File: src/logic/rro_pkg.sv
// Package for the return and reset instruction executor.
// Assumes a 14-bit instruction word and a 15-bit program counter.
package rro_pkg;
    localparam int unsigned INSTR_W    = 14;
    localparam int unsigned PC_W       = 15;
    localparam int unsigned DATA_W     = 8;
    localparam int unsigned INTERRUPT_CONTROL_REGISTER_W   = 8;
    localparam int unsigned GIE_BIT    = 7;
    localparam int unsigned CYC_CNT_W  = 2;
    // Each of the three return operations takes two instruction cycles.
    localparam logic [1:0]  RET_CYCLES = 2'h2;
    localparam logic [13:0] OP_RESET   = 14'h0001;
    localparam logic [13:0] OP_RETFI   = 14'h0009;
    localparam logic [13:0] OP_RETURN  = 14'h0008;
    localparam logic [13:0] OP_RETURN_WITH_LITERAL_OP_M = 14'h3f00;
    localparam logic [13:0] OP_RETURN_WITH_LITERAL_OP_V = 14'h3400;
    localparam logic [13:0] LIT_MASK   = 14'h00ff;

    typedef enum logic [2:0] {
        RRO_OP_NONE,
        RRO_OP_RESET,
        RRO_OP_RETFI,
        RRO_OP_RETURN,
        RRO_OP_RETURN_WITH_LITERAL_OP
    } rro_op_type;
endpackage

File: src/logic/rro_exec.sv
// Executor for software reset and the three return instructions.
// Assumes one i_valid pulse per instruction cycle from the decode stage
// and a return stack that pops in the cycle o_stack_pop is high.
`timescale 1ns/1ps
// Notes on behaviour
// - Software reset instruction requests a full device reset.
// - Software reset clears the reset instruction indicator bit.
// - Return from interrupt pops the stack and loads the PC.
// - Return from interrupt sets global interrupt enable, bit 7.
// - Return from interrupt is one word and two cycles.
// - Return pops the stack into the PC, nothing else changes.
// - Return takes two instruction cycles.
// - Literal return loads the working register with its 8-bit literal.
// - Literal return loads the PC from top of return stack.
// - Literal return is one word and two cycles.
module rro_exec (
    input  wire logic        i_clk,               // core clock
    input  wire logic        i_srst,              // sync reset, high
    input  wire logic        i_valid,             // instruction cycle pulse
    input  wire logic [13:0] i_instr,             // instruction word
    input  wire logic [14:0] i_top_of_return_stack, // stack top value
    output logic             o_busy,              // second cycle running
    output logic             o_stack_pop,         // pop stack, pulse
    output logic             o_pc_load,           // load PC, pulse
    output logic [14:0]      o_pc_value,          // new PC value
    output logic             o_w_load,            // load W, pulse
    output logic [7:0]       o_w_value,           // new W value
    output logic             o_gie_set,           // set enable, pulse
    output logic [7:0]       o_interrupt_control_register_set_mask,   // bits to set
    output logic             o_soft_reset,        // device reset, pulse
    output logic             o_ri_clear,          // clear indicator
    output logic             o_status_we          // status write, always 0
);
    rro_pkg::rro_op_type op;
    logic [7:0]          lit;
    logic [1:0]          cyc_q;
    logic                start;

    rro_decode u_dec (
        .i_instr (i_instr),
        .o_op    (op),
        .o_lit   (lit)
    );

    // The first cycle of a two-cycle operation is taken; the second is idle.
    assign start  = i_valid && (cyc_q == '0);
    assign o_busy = (cyc_q != '0);

    always_ff @(posedge i_clk)
    begin
        if (i_srst)
            cyc_q <= '0;
        else if (i_valid && cyc_q != '0)
            cyc_q <= cyc_q - 2'h1;
        else if (start && (op == rro_pkg::RRO_OP_RETFI ||
                 op == rro_pkg::RRO_OP_RETURN ||
                 op == rro_pkg::RRO_OP_RETURN_WITH_LITERAL_OP))
            cyc_q <= rro_pkg::RET_CYCLES - 2'h1;
    end

    always_ff @(posedge i_clk)
    begin
        if (i_srst)
        begin
            o_stack_pop <= 1'b0;
            o_pc_load   <= 1'b0;
            o_pc_value  <= '0;
        end
        else
        begin
            o_stack_pop <= start && (op == rro_pkg::RRO_OP_RETFI ||
                           op == rro_pkg::RRO_OP_RETURN ||
                           op == rro_pkg::RRO_OP_RETURN_WITH_LITERAL_OP);
            o_pc_load   <= start && (op == rro_pkg::RRO_OP_RETFI ||
                           op == rro_pkg::RRO_OP_RETURN ||
                           op == rro_pkg::RRO_OP_RETURN_WITH_LITERAL_OP);
            if (start)
                o_pc_value <= i_top_of_return_stack;
        end
    end

    always_ff @(posedge i_clk)
    begin
        if (i_srst)
        begin
            o_w_load  <= 1'b0;
            o_w_value <= '0;
        end
        else
        begin
            o_w_load <= start && op == rro_pkg::RRO_OP_RETURN_WITH_LITERAL_OP;
            if (start && op == rro_pkg::RRO_OP_RETURN_WITH_LITERAL_OP)
                o_w_value <= lit;
        end
    end

    always_ff @(posedge i_clk)
    begin
        if (i_srst)
            o_gie_set <= 1'b0;
        else
            o_gie_set <= start && op == rro_pkg::RRO_OP_RETFI;
    end
    assign o_interrupt_control_register_set_mask = o_gie_set ?
        8'(1 << rro_pkg::GIE_BIT) : 8'h00;

    always_ff @(posedge i_clk)
    begin
        if (i_srst)
        begin
            o_soft_reset <= 1'b0;
            o_ri_clear   <= 1'b0;
        end
        else
        begin
            o_soft_reset <= start && op == rro_pkg::RRO_OP_RESET;
            o_ri_clear   <= start && op == rro_pkg::RRO_OP_RESET;
        end
    end

    assign o_status_we = 1'b0;
endmodule

File: src/logic/rro_decode.sv
// Classifies one instruction word for the return/reset executor.
// Assumes a valid word from the core's fetch stage.
`timescale 1ns/1ps
module rro_decode (
    input  wire logic [13:0]       i_instr,  // instruction word
    output rro_pkg::rro_op_type    o_op,     // decoded operation
    output logic [7:0]             o_lit     // literal field
);
    always_comb
    begin
        o_lit = i_instr[rro_pkg::DATA_W-1:0];
        if (i_instr == rro_pkg::OP_RESET)
            o_op = rro_pkg::RRO_OP_RESET;
        else if (i_instr == rro_pkg::OP_RETFI)
            o_op = rro_pkg::RRO_OP_RETFI;
        else if (i_instr == rro_pkg::OP_RETURN)
            o_op = rro_pkg::RRO_OP_RETURN;
        else if ((i_instr & rro_pkg::OP_RETURN_WITH_LITERAL_OP_M) == rro_pkg::OP_RETURN_WITH_LITERAL_OP_V)
            o_op = rro_pkg::RRO_OP_RETURN_WITH_LITERAL_OP;
        else
            o_op = rro_pkg::RRO_OP_NONE;
    end
endmodule

File: config.mk
export PLATFORM = sky130hd
export DESIGN_NAME = rro_exec
export DESIGN_NICKNAME = d
export VERILOG_FILES = /design/src/logic/rro_pkg.sv /design/src/logic/rro_exec.sv /design/src/logic/rro_decode.sv
export SDC_FILE = /design/constraint.sdc
export NUM_CORES = 1
export LEC_CHECK = 0
export ABC_AREA = 1
export BUFFER_PORTS_ARGS = -buffer_cell sky130_fd_sc_hd__buf_2
export CAP_MARGIN = 25
export CORE_MARGIN = 10
export CORE_UTILIZATION = 42
export CTS_CLUSTER_SIZE = 12
export DETAILED_ROUTE_END_ITERATION = 16
export PLACE_DENSITY_LB_ADDON = 0.15
export SYNTH_ARGS = -nofsm -noshare
export SYNTH_HDL_FRONTEND = slang
export SYNTH_SLANG_ARGS = --single-unit
File: constraint.sdc
create_clock -name i_clk -period 1.86 [get_ports i_clk]
set_clock_uncertainty 0.15 [all_clocks]
set_input_delay 0.093 -clock i_clk [delete_from_list [all_inputs] [get_ports i_clk]]
set_output_delay 0.093 -clock i_clk [all_outputs]
set_load 0.1 [all_outputs]
==> results <==
- The run finished with clean final reports.
- The final wirelength is 3720 microns.
- The number of global-route vias before repair is 1,385.
- The leakage power total is 0.000936 uW.
- The first detailed-routing pass ran for 4 iterations.
- The post-route netlist has 34.3% of its cells at a drive strength greater than 1.
- The width of the die is 73.8 microns.
- The detailed router finished its first iteration with 73 violations.
- The root cell of the clock tree is clkbuf_4.
- In the final routed layout, each cell accounts on average for 13.3 microns.
- The post-cts sizing count is 0.
- The global-route usage over all layers is 14.6%.
- For this design the top-level I/O count stands at 71.
- The endpoint kind of the worst setup timing path is a primary output.
- In this run the deepest clock path goes through 2 buffers.
- The CTS buffer count is 5.
- In the finished design, the share of the clock period the worst path needs comes to 91.6%.
- The startpoint type of the worst setup path is a flop.
- The number of setup buffers added after CTS is 0.
- The worst hold path was traced through 6 stages.
- Summing the sequential cell areas from Yosys gives 47.7% of the chip area.
- The number of antenna repair diodes is 0.
- The instance area after placement is 1500 sq um.
- For this run, asynchronously set or reset flops after synthesis account for 0%.
- The depth of the most critical reg-to-reg path is 8.
- At the end of routability-driven placement, the weighted congestion stood at 0.764.
- In this run, synthesis produced a sequential element count of 29.
- IR analysis of the VDD net gives a maximum drop of 800 uV.
- The number of buffer cells added on primary ports is 62.
- Once the floorplan was initialized, standard cells occupied 44.1% of the core.
- Static timing analysis puts the maximum clock frequency at 0.587 GHz.
- The height of the chip is 73.8 microns.
- In the routed layout, each cell is associated on average with a via count of 4.70.
- At the worst endpoint, the arrival time is 1.46 ns.
- The number of sinks handled by clock tree synthesis is 29.
- After filler insertion, the fill cell instance count of the layout stands at 244.
- The count of final setup violators is 0.
- The post-detailed-placement half-perimeter wirelength is 2690 microns.
- The global-route wire length before repair is 6310 microns.
- For this run, the number of Yosys warnings is 0.
- The count of final hold-check violations came to 0.
- The final route contains 1,312 vias.
- The level count of the clock H-tree is 2.
- The cell count after synthesis came out at 156.
- The max-cap check violation count is 0.
- In this run the mean area of a mapped cell was 7.80 sq um.
- The critical path in this run is classified as flop to primary output.
- The mapped netlist covers 1220 sq um.
- The leading register cell type out of synthesis is dfxtp_1.
- Setup repair after global routing left no endpoint under its margin.
- The final net count is 280.
- Row generation in the floorplan step produced 19 rows.
- The global route total overflow is 0.
- The floorplan step defined a die boundary enclosing 5450 sq um.
- The required time at the endpoint of the critical path is 1.62 ns.
- The worst hold margin is 0.0105 ns.
- The clock tree from TritonCTS is yes.
- The distinct cell type count after synthesis is 26.
- The synthesis-to-layout area growth is 52.5%.
- After clock tree synthesis, the clock-pin slew on the worst setup and hold paths is 0.10 ns.
- The number of nets with antenna violations after routing is 0.
- The post-route standard cell area excluding fillers is 1850 sq um.
- Entering global routing, the biggest net connects 16 pins.
- The initial antenna violation count is 0.
- The power per cell area is 965 nW/um^2.
- The type of the most critical hold path is primary input to flop.
- The total negative slack is 0 ns.
- After clock tree synthesis, the flow added hold-fix buffers numbering 28.
- In this run the worst path has a maximum fanout of 3.
- The core area is 2760 sq um.
- The clock reaches the later pin of the worst-skew pair after 0.31 ns.
- Yosys mapped a number of flops with a built-in enable equal to 0.
- For this run, the share of the core covered by cells in the final layout is 67.2%.
- The final critical delay including setup and external delays is 1.70 ns.
- The final max-slew violation count is 0.
- For this run, design rule violations remaining after detail routing come to 0.
==> cells by family (layout without fill, tap and decap cells) <==
logic type      count (synthesis)  after routing  share of synthesized area, %
flops                          29             29                          47.7
buf+inv                        26            111                          12.6
compound gates                 26             26                          11.6
fa+ha+maj                       1              1                          1.03
simple gates                   73             73                          26.7
other cells                     1              8                         0.308
==> critical path, stage by stage (launching register included) <==
cell	delay, ns
dfxtp_1	0.33
inv_1	0.06
ha_1	0.24
clkinvlp_4	0.09
buf_2	0.43
==> worst paths after layout <==
check | start | endpoint | slack, ns
max | cyc_q[0] | o_busy | 0.16
min | i_instr[10] | o_gie_set | 0.01
max reg2reg | cyc_q[0] | o_w_value[7] | 0.30
min reg2reg | o_pc_value[1] | o_pc_value[1] | 0.33
==> flip-flops by register name, summed over array words and instances, names as in the netlist <==
name,flops
o_pc_load,1
o_pc_value,15
o_w_value,8
cyc_q,2
o_ri_clear,1
o_w_load,1
o_gie_set,1
==> power breakdown <==
group	total, uW	internal [uW]	switching [uW]
sequential	685	665	19.8
clock	431	219	212
combinational	673	146	527
total	1790	1030	759
==> stage by stage <==
stage	setup slack, ns	total power [uW]	cells
2_1_floorplan	0.159	1220	163
3_3_place_gp	0.377	1320	243
3_5_place_dp	0.289	1330	243
4_1_cts	0.134	1800	279
5_1_grt	0.0478	1890	279
6_report	0.157	1790	279
==> metal layers <==
metal | wire (microns) | global-route usage (%)
met5 | 0 | 0
met3 | 418 | 6.86
met4 | 21 | 5.80
met2 | 1930 | 25.7
met1 | 1350 | 14.3
==> layout by cell type (no fill, tap or decap) <==
master / instances
clkinv_2: 2
nor2_1: 53
or2_2: 1
a21oi_2: 1
nor3_2: 1
nand2_1: 7
buf_2: 62
conb_1: 8
clkinvlp_4: 1
o21ai_2: 2
clkbuf_8: 2
nor3b_1: 1
buf_4: 3
clkbuf_4: 5
dfxtp_1: 29
o21ai_1: 6
nand2_2: 1
nor4b_2: 1
nor2_4: 1
dlygate4sd3_1: 28
nand4_1: 2
ha_1: 1
a21oi_1: 2
nand2_4: 1
o21ai_0: 15
inv_1: 7
nand3_1: 4
inv_2: 1
==> Yosys cell counts, types with 2 or more instances <==
library cell / n / area, sq um
a21oi_1: 2 / 10.0
dfxtp_1: 29 / 581
clkbuf_1: 2 / 7.51
o21ai_2: 2 / 17.5
nand3_1: 4 / 20.0
inv_1: 8 / 30.0
nor2_1: 53 / 199
buf_4: 12 / 90.1
o21ai_1: 6 / 30.0
nand2_1: 7 / 26.3
o21ai_0: 15 / 75.1
nand4_1: 2 / 12.5
==> final cells by class <==
cell class	instances	area, sq um	share of cell area, %
timing repair buffer	93	613	33.1
sequential	29	581	31.3
multi-input combinational	108	509	27.5
clock buffer	7	65.1	3.51
inverter	10	42.5	2.29
tap	31	38.8	2.09
clock inverter	1	5.00	0.270
Power figures use the tool's default switching activity.
